**src/hdl/tocc_pkg.sv**
```systemverilog
package tocc_pkg;

	localparam int          NCH           = 16;
	localparam int          GRP_CH        = 8;
	localparam int          CNT_W         = 16;

	// Address decode: bit 9 splits group and channel space
	localparam int          ADDR_W        = 10;
	localparam int          ADDR_CH_BIT   = 9;
	localparam int          ADDR_GRP_BIT  = 5;
	localparam logic [2:0]  GRP_PAD       = 3'h0;
	// Group register index
	localparam logic [2:0]  IDX_ENABLE    = 3'h0;
	localparam logic [2:0]  IDX_OUT_EN    = 3'h1;
	localparam logic [2:0]  IDX_FORCE_UPD = 3'h2;
	localparam logic [2:0]  IDX_INTERNAL_TRIGGER_SELECT  = 3'h3;
	// Channel register index
	localparam logic [2:0]  IDX_CTRL      = 3'h0;
	localparam logic [2:0]  IDX_COUNTER   = 3'h1;
	localparam logic [2:0]  IDX_PERIOD    = 3'h2;
	localparam logic [2:0]  IDX_DUTY      = 3'h3;
	localparam logic [2:0]  IDX_PERIOD_SH = 3'h4;
	localparam logic [2:0]  IDX_DUTY_SH   = 3'h5;

	// Channel control fields, bit 0 is the least significant bit
	localparam int          CTRL_LEVEL    = 11;
	localparam int          CTRL_CLK_LSB  = 12;
	localparam int          CTRL_RST_SRC  = 20;
	localparam int          CTRL_TRIG_OUT = 24;
	localparam int          CTRL_ONE_SHOT = 26;
	localparam int          CTRL_SENSOR   = 28;
	localparam int          CTRL_GATED    = 29;
	localparam logic [31:0] CTRL_WR_MASK  = 32'h3510_7800;
	localparam logic [31:0] CTRL_SENS_MSK = 32'h3000_0000;
	localparam logic [31:0] CTRL_RESET    = 32'h0000_0000;

	localparam logic [1:0]  FLD_CLEAR     = 2'h1;
	localparam logic [1:0]  FLD_SET       = 2'h2;
	localparam logic [1:0]  FLD_ON        = 2'h3;
	localparam logic [2:0]  CLK_MAX       = 3'h4;
	localparam logic [2:0]  CLK_RESET     = 3'h0;
	localparam logic [15:0] GRP_RESET     = 16'h0000;
	localparam logic [15:0] CNT_RESET     = 16'h0000;
	localparam int          SENSOR_CH     = 2;

	typedef struct packed {
		logic [ADDR_W-1:0] addr;
		logic [31:0]       wdata;
		logic              wr;
		logic              rd;
	} tocc_bus_req_t;

	typedef struct packed {
		logic [NCH-1:0] pin;
		logic [NCH-1:0] trig;
	} tocc_chan_out_t;

	// Two-bit fields: 01 clears to 00, 10 sets to 11, others keep
	function automatic logic [15:0] tocc_fields(input logic [15:0] old_v, input logic [15:0] wr_v);
		logic [15:0] r;
		r = old_v;
		for (int i = 0; i < GRP_CH; i++) begin
			if (wr_v[2*i +: 2] == FLD_CLEAR) begin
				r[2*i +: 2] = 2'h0;
			end else if (wr_v[2*i +: 2] == FLD_SET) begin
				r[2*i +: 2] = FLD_ON;
			end
		end
		return r;
	endfunction : tocc_fields

endpackage : tocc_pkg

```
**src/hdl/tocc_channel_control.sv**
```systemverilog
// Decided for this implementation: the strobed register port and the placing of the registers.
`timescale 1ns/1ns
`default_nettype none

module tocc_channel_control #(
	parameter logic [15:0] LEVEL_RESET      = 16'h0000,
	parameter logic        SENSOR_CONNECTED = 1'b1
) (
	// Clock and reset
	input  wire logic                    core_clk_in,
	input  wire logic                    reset_n_in,
	// Register port
	input  wire tocc_pkg::tocc_bus_req_t bus_in,
	output logic [31:0]                  rdata_out,
	// Divided clock ticks and chain trigger
	input  wire logic [4:0]              fx_tick_in,
	input  wire logic                    trig_in,
	// Sensor pattern module
	input  wire logic                    new_pattern_in,
	input  wire logic                    sensor_gate_in,
	// Channel pins and triggers
	output tocc_pkg::tocc_chan_out_t     chan_out,
	output logic [1:0]                   group_trigger_out
);
	import tocc_pkg::*;

	////////////////////////////////////////////////////////////////////////////////
	// Decode helpers

	function automatic logic grp_hit(input tocc_bus_req_t b, input logic g, input logic [2:0] idx);
		return b.wr && !b.addr[ADDR_CH_BIT] && (b.addr[8:6] == GRP_PAD)
			&& (b.addr[ADDR_GRP_BIT] == g) && (b.addr[4:2] == idx);
	endfunction : grp_hit

	function automatic logic ch_hit(input tocc_bus_req_t b, input logic [3:0] c, input logic [2:0] idx);
		return b.wr && b.addr[ADDR_CH_BIT] && (b.addr[8:5] == c) && (b.addr[4:2] == idx);
	endfunction : ch_hit

	function automatic logic pick_tick(input logic [4:0] t, input logic [2:0] s);
		logic r;
		r = 1'b0;
		case (s)
			3'h0:    r = t[0];
			3'h1:    r = t[1];
			3'h2:    r = t[2];
			3'h3:    r = t[3];
			3'h4:    r = t[4];
			default: r = 1'b0;
		endcase
		return r;
	endfunction : pick_tick

	////////////////////////////////////////////////////////////////////////////////
	// Storage

	logic [31:0]      ctrl_q    [NCH];
	logic [2:0]       clk_act_q [NCH];
	logic [CNT_W-1:0] cnt_q     [NCH];
	logic [CNT_W-1:0] per_q     [NCH];
	logic [CNT_W-1:0] duty_q    [NCH];
	logic [CNT_W-1:0] per_sh_q  [NCH];
	logic [CNT_W-1:0] duty_sh_q [NCH];
	logic [NCH-1:0]   os_run_q;
	logic [15:0]      en_q      [2];
	logic [15:0]      oen_q     [2];
	logic [15:0]      fupd_q    [2];
	logic [15:0]      itrig_q   [2];
	logic [31:0]      rdata_q;
	logic [31:0]      rdata_d;
	logic [NCH-1:0]   pin_q;

	logic [NCH-1:0]   chain;
	logic [NCH-1:0]   prev_trig;
	logic [NCH-1:0]   clr;
	logic [NCH-1:0]   adv;
	logic [NCH-1:0]   upd;
	logic [NCH-1:0]   fupd_pulse;
	logic [NCH-1:0]   os_start;
	logic [NCH-1:0]   pin;

	////////////////////////////////////////////////////////////////////////////////
	// Per-channel datapath

	for (genvar c = 0; c < NCH; c++) begin : g_ch
		localparam int G = c / GRP_CH;
		localparam int F = c % GRP_CH;
		logic ch_en;
		logic out_en;
		logic clk_ok;
		logic gate_ok;
		logic run;
		logic match;
		logic nipd;
		logic active;

		assign ch_en   = en_q[G][2*F+1];
		assign out_en  = oen_q[G][2*F+1];
		// codes above four stop the clock
		assign clk_ok  = clk_act_q[c] <= CLK_MAX;
		// gated count follows the sensor gate
		assign gate_ok = !ctrl_q[c][CTRL_GATED] || sensor_gate_in;
		// one-shot counts only while its period is armed
		assign run     = ch_en && gate_ok && (!ctrl_q[c][CTRL_ONE_SHOT] || os_run_q[c]);
		// advance on the selected divided tick
		assign adv[c]  = run && clk_ok && pick_tick(fx_tick_in, clk_act_q[c]);
		assign match   = adv[c] && (cnt_q[c] >= per_q[c]);
		assign nipd    = (c == SENSOR_CH) && ctrl_q[c][CTRL_SENSOR] && new_pattern_in;

		if (c == 0) begin : g_first
			assign prev_trig[c] = trig_in;
		end else begin : g_next
			assign prev_trig[c] = chain[c-1];
		end

		// clear source: period match or previous trigger
		// new pattern clears regardless of source bit
		assign clr[c] = (ctrl_q[c][CTRL_RST_SRC] ? (prev_trig[c] && ch_en) : match) || nipd;
		// outgoing trigger: pass through or own clear event
		assign chain[c] = ctrl_q[c][CTRL_TRIG_OUT] ? clr[c] : prev_trig[c];
		// forced update from group field written with the set code
		assign fupd_pulse[c] = grp_hit(bus_in, 1'(G), IDX_FORCE_UPD)
			&& (bus_in.wdata[2*F +: 2] == FLD_SET);
		// shadow update at period end or forced
		assign upd[c] = clr[c] || fupd_pulse[c];
		// counter write or sensor pattern starts a single pulse
		assign os_start[c] = ch_hit(bus_in, 4'(c), IDX_COUNTER)
			|| (nipd && ctrl_q[c][CTRL_ONE_SHOT]);

		// duty level while enabled, inverse level otherwise
		assign active = out_en && ch_en && (cnt_q[c] < duty_q[c]);
		assign pin[c] = active ? ctrl_q[c][CTRL_LEVEL] : !ctrl_q[c][CTRL_LEVEL];
	end

	////////////////////////////////////////////////////////////////////////////////
	// Channel control registers

	always_ff @(posedge core_clk_in or negedge reset_n_in) begin
		if (!reset_n_in) begin
			for (int c = 0; c < NCH; c++) begin
				// level bit reset from build parameter
				ctrl_q[c] <= CTRL_RESET | (32'(LEVEL_RESET[c]) << CTRL_LEVEL);
			end
		end else begin
			for (int c = 0; c < NCH; c++) begin
				if (ch_hit(bus_in, 4'(c), IDX_CTRL)) begin
					// sensor and gated bits only on low channels
					if (SENSOR_CONNECTED && c < GRP_CH) begin
						ctrl_q[c] <= bus_in.wdata & CTRL_WR_MASK;
					end else begin
						ctrl_q[c] <= bus_in.wdata & CTRL_WR_MASK & ~CTRL_SENS_MSK;
					end
				end
			end
		end
	end

	////////////////////////////////////////////////////////////////////////////////
	// Operating and shadow compare registers, active clock select

	always_ff @(posedge core_clk_in or negedge reset_n_in) begin
		if (!reset_n_in) begin
			for (int c = 0; c < NCH; c++) begin
				clk_act_q[c] <= CLK_RESET;
				per_q[c]     <= CNT_RESET;
				duty_q[c]    <= CNT_RESET;
				per_sh_q[c]  <= CNT_RESET;
				duty_sh_q[c] <= CNT_RESET;
			end
		end else begin
			for (int c = 0; c < NCH; c++) begin
				if (ch_hit(bus_in, 4'(c), IDX_PERIOD_SH)) begin
					per_sh_q[c] <= bus_in.wdata[CNT_W-1:0];
				end
				if (ch_hit(bus_in, 4'(c), IDX_DUTY_SH)) begin
					duty_sh_q[c] <= bus_in.wdata[CNT_W-1:0];
				end
				// a stopped channel leaves this state only here
				if (upd[c]) begin
					per_q[c]     <= per_sh_q[c];
					duty_q[c]    <= duty_sh_q[c];
					clk_act_q[c] <= ctrl_q[c][CTRL_CLK_LSB +: 3];
				end else begin
					if (ch_hit(bus_in, 4'(c), IDX_PERIOD)) begin
						per_q[c] <= bus_in.wdata[CNT_W-1:0];
					end
					if (ch_hit(bus_in, 4'(c), IDX_DUTY)) begin
						duty_q[c] <= bus_in.wdata[CNT_W-1:0];
					end
				end
			end
		end
	end

	////////////////////////////////////////////////////////////////////////////////
	// Counters and one-shot state

	always_ff @(posedge core_clk_in or negedge reset_n_in) begin
		if (!reset_n_in) begin
			for (int c = 0; c < NCH; c++) begin
				cnt_q[c] <= CNT_RESET;
			end
		end else begin
			for (int c = 0; c < NCH; c++) begin
				if (ch_hit(bus_in, 4'(c), IDX_COUNTER)) begin
					cnt_q[c] <= bus_in.wdata[CNT_W-1:0];
				end else if (clr[c]) begin
					cnt_q[c] <= CNT_RESET;
				// no advance while disabled, and no clear except by a new pattern
				end else if (adv[c]) begin
					cnt_q[c] <= cnt_q[c] + 16'h0001;
				end
			end
		end
	end

	always_ff @(posedge core_clk_in or negedge reset_n_in) begin
		if (!reset_n_in) begin
			os_run_q <= '0;
		end else begin
			for (int c = 0; c < NCH; c++) begin
				// start wins over the end of the period
				if (os_start[c]) begin
					os_run_q[c] <= 1'b1;
				end else if (clr[c]) begin
					os_run_q[c] <= 1'b0;
				end
			end
		end
	end

	////////////////////////////////////////////////////////////////////////////////
	// Trigger group registers, low group and high group

	always_ff @(posedge core_clk_in or negedge reset_n_in) begin
		if (!reset_n_in) begin
			for (int g = 0; g < 2; g++) begin
				en_q[g]    <= GRP_RESET;
				oen_q[g]   <= GRP_RESET;
				fupd_q[g]  <= GRP_RESET;
				itrig_q[g] <= GRP_RESET;
			end
		end else begin
			for (int g = 0; g < 2; g++) begin
				if (grp_hit(bus_in, 1'(g), IDX_ENABLE)) begin
					en_q[g] <= tocc_fields(en_q[g], bus_in.wdata[15:0]);
				end
				if (grp_hit(bus_in, 1'(g), IDX_OUT_EN)) begin
					oen_q[g] <= tocc_fields(oen_q[g], bus_in.wdata[15:0]);
				end
				if (grp_hit(bus_in, 1'(g), IDX_FORCE_UPD)) begin
					fupd_q[g] <= tocc_fields(fupd_q[g], bus_in.wdata[15:0]);
				end
				if (grp_hit(bus_in, 1'(g), IDX_INTERNAL_TRIGGER_SELECT)) begin
					itrig_q[g] <= tocc_fields(itrig_q[g], bus_in.wdata[15:0]);
				end
			end
		end
	end

	// group trigger gathers the selected channel triggers
	always_comb begin
		group_trigger_out = 2'h0;
		for (int c = 0; c < NCH; c++) begin
			if (itrig_q[c / GRP_CH][2*(c % GRP_CH)+1] && chain[c]) begin
				group_trigger_out[c / GRP_CH] = 1'b1;
			end
		end
	end

	////////////////////////////////////////////////////////////////////////////////
	// Read path, data one cycle after the strobe

	always_comb begin
		logic [3:0] ch;
		ch      = bus_in.addr[8:5];
		rdata_d = 32'h0000_0000;
		if (bus_in.addr[ADDR_CH_BIT]) begin
			case (bus_in.addr[4:2])
				IDX_CTRL:      rdata_d = ctrl_q[ch];
				IDX_COUNTER:   rdata_d = {16'h0000, cnt_q[ch]};
				IDX_PERIOD:    rdata_d = {16'h0000, per_q[ch]};
				IDX_DUTY:      rdata_d = {16'h0000, duty_q[ch]};
				IDX_PERIOD_SH: rdata_d = {16'h0000, per_sh_q[ch]};
				IDX_DUTY_SH:   rdata_d = {16'h0000, duty_sh_q[ch]};
				default:       rdata_d = 32'h0000_0000;
			endcase
		end else if (bus_in.addr[8:6] == GRP_PAD) begin
			// upper half of group words reads zero
			case (bus_in.addr[4:2])
				IDX_ENABLE:    rdata_d = {16'h0000, en_q[bus_in.addr[ADDR_GRP_BIT]]};
				IDX_OUT_EN:    rdata_d = {16'h0000, oen_q[bus_in.addr[ADDR_GRP_BIT]]};
				IDX_FORCE_UPD: rdata_d = {16'h0000, fupd_q[bus_in.addr[ADDR_GRP_BIT]]};
				IDX_INTERNAL_TRIGGER_SELECT:  rdata_d = {16'h0000, itrig_q[bus_in.addr[ADDR_GRP_BIT]]};
				default:       rdata_d = 32'h0000_0000;
			endcase
		end
	end

	always_ff @(posedge core_clk_in or negedge reset_n_in) begin
		if (!reset_n_in) begin
			rdata_q <= 32'h0000_0000;
		end else if (bus_in.rd) begin
			rdata_q <= rdata_d;
		end else begin
			rdata_q <= 32'h0000_0000;
		end
	end

	always_ff @(posedge core_clk_in or negedge reset_n_in) begin
		if (!reset_n_in) begin
			pin_q <= '0;
		end else begin
			pin_q <= pin;
		end
	end

	// One driver for the whole carrier: registered pins, combinational triggers
	assign chan_out      = '{pin: pin_q, trig: chain};
	assign rdata_out     = rdata_q;

endmodule : tocc_channel_control

`default_nettype wire

```
**config.mk**
```make
export PLATFORM = sky130hd
export DESIGN_NAME = tocc_channel_control
export DESIGN_NICKNAME = d
export VERILOG_FILES = /design/src/hdl/tocc_pkg.sv /design/src/hdl/tocc_channel_control.sv
export SDC_FILE = /design/constraint.sdc
export NUM_CORES = 2
export LEC_CHECK = 0
export BUFFER_PORTS_ARGS = -buffer_cell sky130_fd_sc_hd__buf_2
export CORE_MARGIN = 2
export CORE_UTILIZATION = 69
export CTS_CLUSTER_SIZE = 20
export DETAILED_ROUTE_END_ITERATION = 8
export PLACE_DENSITY = 0.86
export SLEW_MARGIN = 0
export SYNTH_ARGS = -nofsm -noshare
export SYNTH_HDL_FRONTEND = slang
export SYNTH_SLANG_ARGS = --single-unit
```
**constraint.sdc**
```tcl
create_clock -name core_clk_in -period 6.52 [get_ports core_clk_in]
set_input_delay 0.652 -clock core_clk_in [delete_from_list [all_inputs] [get_ports core_clk_in]]
set_output_delay 0.652 -clock core_clk_in [all_outputs]
set_load 0.005 [all_outputs]
```
==> impl_metrics.csv <==
group,metric,value,unit
run_status,status,"finished, violations left",
run_status,violations,"max-capacitance violations",
clock_network,h-tree-depth,4,
die,ios,120,
detailed_routing,antenna_left,0,
detailed_routing,via_per_inst,7.31,
synth,synth_most_common_cell,"dfrtp_1",
clock_network,cts_root_buf,"clkbuf_16",
global_route,antenna_found_initial,59,
detailed_routing,wl_met1,120000,um
worst_setup_path,crit_start,"cnt_q[233]",
die,rows,134,
synth,yosysSeqAreaShare,42.3,%
synth,synth_common_cells,"dfrtp_1 (1573), nand2_1 (988), o21ai_0 (658)",
clock_network,clk_pin_slew,60,ps
sta,maxSlewHeadroom,0.345,%
detailed_routing,initialDrtViolationCount,12145,
detailed_routing,wl_met3,59000,um
die,core-area,134000,um^2
worst_setup_path,start_kind,"flip-flop",
sta,fin_tns_setup,0,ps
worst_setup_path,slowest_delay,780,ps
final_layout,regArea,39400,um^2
sta,max_freq,154,MHz
synth,yosys.area_share.xor_xnor,2.35,%
worst_setup_path,r2r_end,"duty_q[197]",
pwr,internal-power,19500,uW
worst_setup_path,slowest_stage,"dfrtp_1",
worst_setup_path,rrSetupSlack,810,ps
die,initial_core_util,69.6,%
global_route,grt_pass1_vias,75420,
detailed_routing,drc,0,
final_layout,synthToLayoutAreaGrowth,8.89,%
synth,synth_simple_gate_area_share,9.07,%
detailed_routing,maxUsedRoutingLayer,"met5",
detailed_routing,num_vias,77741,
global_route,grt_use_total,54.7,%
pwr,total_power,29200,uW
synth,yosysTopAreaCell,"dfrtp_1",
global_route,grt_overflow,0,
worst_setup_path,cpMostUsedCell,"buf_4",
synth,synth_top_family_by_area,"multiplexers",
die,die_w,371,um
synth,synth.distinct_cells,92,
synth,synth_mux_area_share,22.2,%
clock_network,cts.sinks,1573,
sta,worst_slew_pin_slew,1480,ps
global_route,grt_pass1_wl,532000,um
synth,netlist_instances,8818,
synth,syn_area,93000,um^2
final_layout,multi_input_area,49300,um^2
placement,place.gp.congestion,1.11,
placement,hpwl,265000,um
detailed_routing,route.met2.wl,156000,um
pwr,p_switching,9730,uW
synth,synth_seq_cells,1573,
worst_setup_path,critical_path_arrival,5860,ps
synth,ys_async_sr_fraction,100,%
sta,timing.final.crit_share,99.8,%
pwr,total_leakage_power,0.0451,uW
clock_network,clock_path_buffers,3,
pwr,p_seq_share,41.7,%
worst_setup_path,endpoint_kind,"output pin",
worst_setup_path,critical_path_required,5870,ps
pwr,swShare,33.3,%
detailed_routing,route.detailed.wl_per_inst,35.3,um
final_layout,final_util,75.8,%
worst_setup_path,crit_fanout,8,
pwr,clockPowerShare,34.4,%
worst_hold_path,holdCritPathClass,"primary input to flip-flop",
worst_setup_path,crit_chain,"ha_1 -> nand4_1 -> o21ai_0 -> a211oi_2 -> buf_4 -> nand4b_1 -> o2111ai_1 -> a21oi_1 -> a2111oi_4 -> a21o_4 -> inv_4 -> a31oi_4 -> a21boi_0 -> buf_4 -> mux2i_1 -> o211ai_1 -> buf_2",
die,die_y,371,um
pwr,power.density,288,nW/um^2
clock_network,cts_buffers,166,
synth,synth_compound_area_share,11.9,%
die,fp.dieArea,138000,um^2
clock_network,clk-insertion-delay-late,820,ps
final_layout,nets,9304,
pwr,combPwrFrac,23.9,%
clock_network,cts_tree,"built",
synth,synth.area.top_cells,"dfrtp_1 (42%), mux4_2 (11%), ha_1 (7.1%)",
run,maxCapViolations,1,
worst_setup_path,crit_end,"group_trigger_out[1]",
synth,synthAdderAreaFrac,7.10,%
worst_setup_path,worst-setup-path-type,"flip-flop to output pin",
final_layout,fin_area,101000,um^2
sta,setup_viol,0,
synth,synth_edf_count,0,
placement,dpl_cell_area,95600,um^2
synth,ys.flop_type,"dfrtp_1",
synth,synth_top_area_share,42.3,%
detailed_routing,firstDrtPassIters,9,
final_layout,nFillCells,8779,
final_layout,drive_gt1_share,18.8,%
sta,drv_slew,0,
detailed_routing,drt_wl_total,375000,um
pwr,ir_drop,259,uV
global_route,grt_max_degree,167,
placement,port_buffers,95,
worst_setup_path,rr_startpoint,"cnt_q[240]",
synth,avgSynthCellArea,10.5,um^2
worst_setup_path,reg2regPathDepth,13,
sta,fin_skew,49.8,ps
sta,fin_crit,6510,ps
sta,rsz0062_at_grt,"no",
sta,finalHoldViolCount,0,
synth,yosysWarnings,0,
cells by family after synthesis:
| group | after synthesis |
|---|---|
| xor+xnor | 250 |
| simple gates | 2016 |
| compound gates | 1830 |
| mux | 1428 |
| fa+ha+maj | 528 |
| flops | 1573 |
| buf+inv | 1192 |
| other cells | 1 |
layout make-up:
cell class | instances | share of cell area [%]
multi-input combinational | 6063 | 48.6
sequential | 1573 | 38.9
clock buffer | 240 | 4.81
timing repair buffer | 321 | 2.49
inverter | 597 | 2.21
tap | 1768 | 2.18
clock inverter | 60 | 0.776
antenna | 13 | 0.0321
per-stage QoR:
step,hold slack [ps],setup slack [ps],instances
3_5_place_dp,484,1160,10319
2_1_floorplan,356,2640,8828
6_report,168,11.6,10635
4_1_cts,141,259,10620
5_1_grt,166,34.1,10622
3_3_place_gp,476,1240,10319
power groups by stage:
stage / combinational, uW / sequential [uW] / clock, uW
2_1_floorplan: 4100 / 11700 / 0
3_3_place_gp: 6310 / 12200 / 0
3_5_place_dp: 6520 / 12200 / 0
4_1_cts: 6600 / 12100 / 9980
5_1_grt: 7350 / 12200 / 10400
6_report: 6970 / 12200 / 10100
worst max-delay path, delay by kind of cell, from the launching register on:
family                     cells  cell delay [ps]
buffers and inverters          4              700
and+or+nand+nor                2              510
AOI/OAI and AO/OA              9             2360
muxes                          1              310
DFF                            1              780
adders and majority gates      1              360
registers in the layout (all words and copies together), names as in the netlist:
name and flops:
duty_q 256, clk_act_q 48, ctrl_q 128, os_run_q 16, per_q 256, pin_q 16
fupd_q 16, duty_sh_q 256, rdata_out 21, itrig_q 16, en_q 16, oen_q 16
per_sh_q 256, cnt_q 256
timing repair:
action                     4_1_cts  5_1_grt
hold buffers                     1        0
gates resized for setup          0        1
setup endpoints to repair        0        2
hold endpoints to repair       111        0
buffers inserted                 0        0
cells in the final DEF, fill, tap and decap left out, types with 56 or more instances in the layout:
cell          n
a21oi_1     470
inv_1       593
xor2_1      134
o21ai_1      56
mux4_2      453
xnor2_1     116
nand2_1     986
a21o_1      141
o21ai_0     655
ha_1        528
mux2_2      529
nand3_1     123
mux2i_1     413
dfrtp_1    1573
buf_4       210
nor2_1      599
clkbuf_16   172
buf_2        83
o31ai_1     205
how the worst min path moves through the flow:
stage	start	end	slack (ps)	cells past startpoint
finish	new_pattern_in	os_run_q[2]	170	3
CTS	new_pattern_in	os_run_q[2]	140	3
global placement	os_run_q[15]	os_run_q[15]	480	1
global route	new_pattern_in	os_run_q[2]	170	3
detailed placement	per_sh_q[122]	per_q[122]	480	2
floorplan	reset_n_in	clk_act_q[0]	360	0
layer usage:
metal | vias up | track usage [%]
met5 | - | 0.105
met4 | 70 | 44.6
met3 | 1979 | 25.3
met2 | 6433 | 77.4
met1 | 38107 | 63.5
li1 | 31152 | -
No activity file was read; power rests on OpenSTA's default activity.
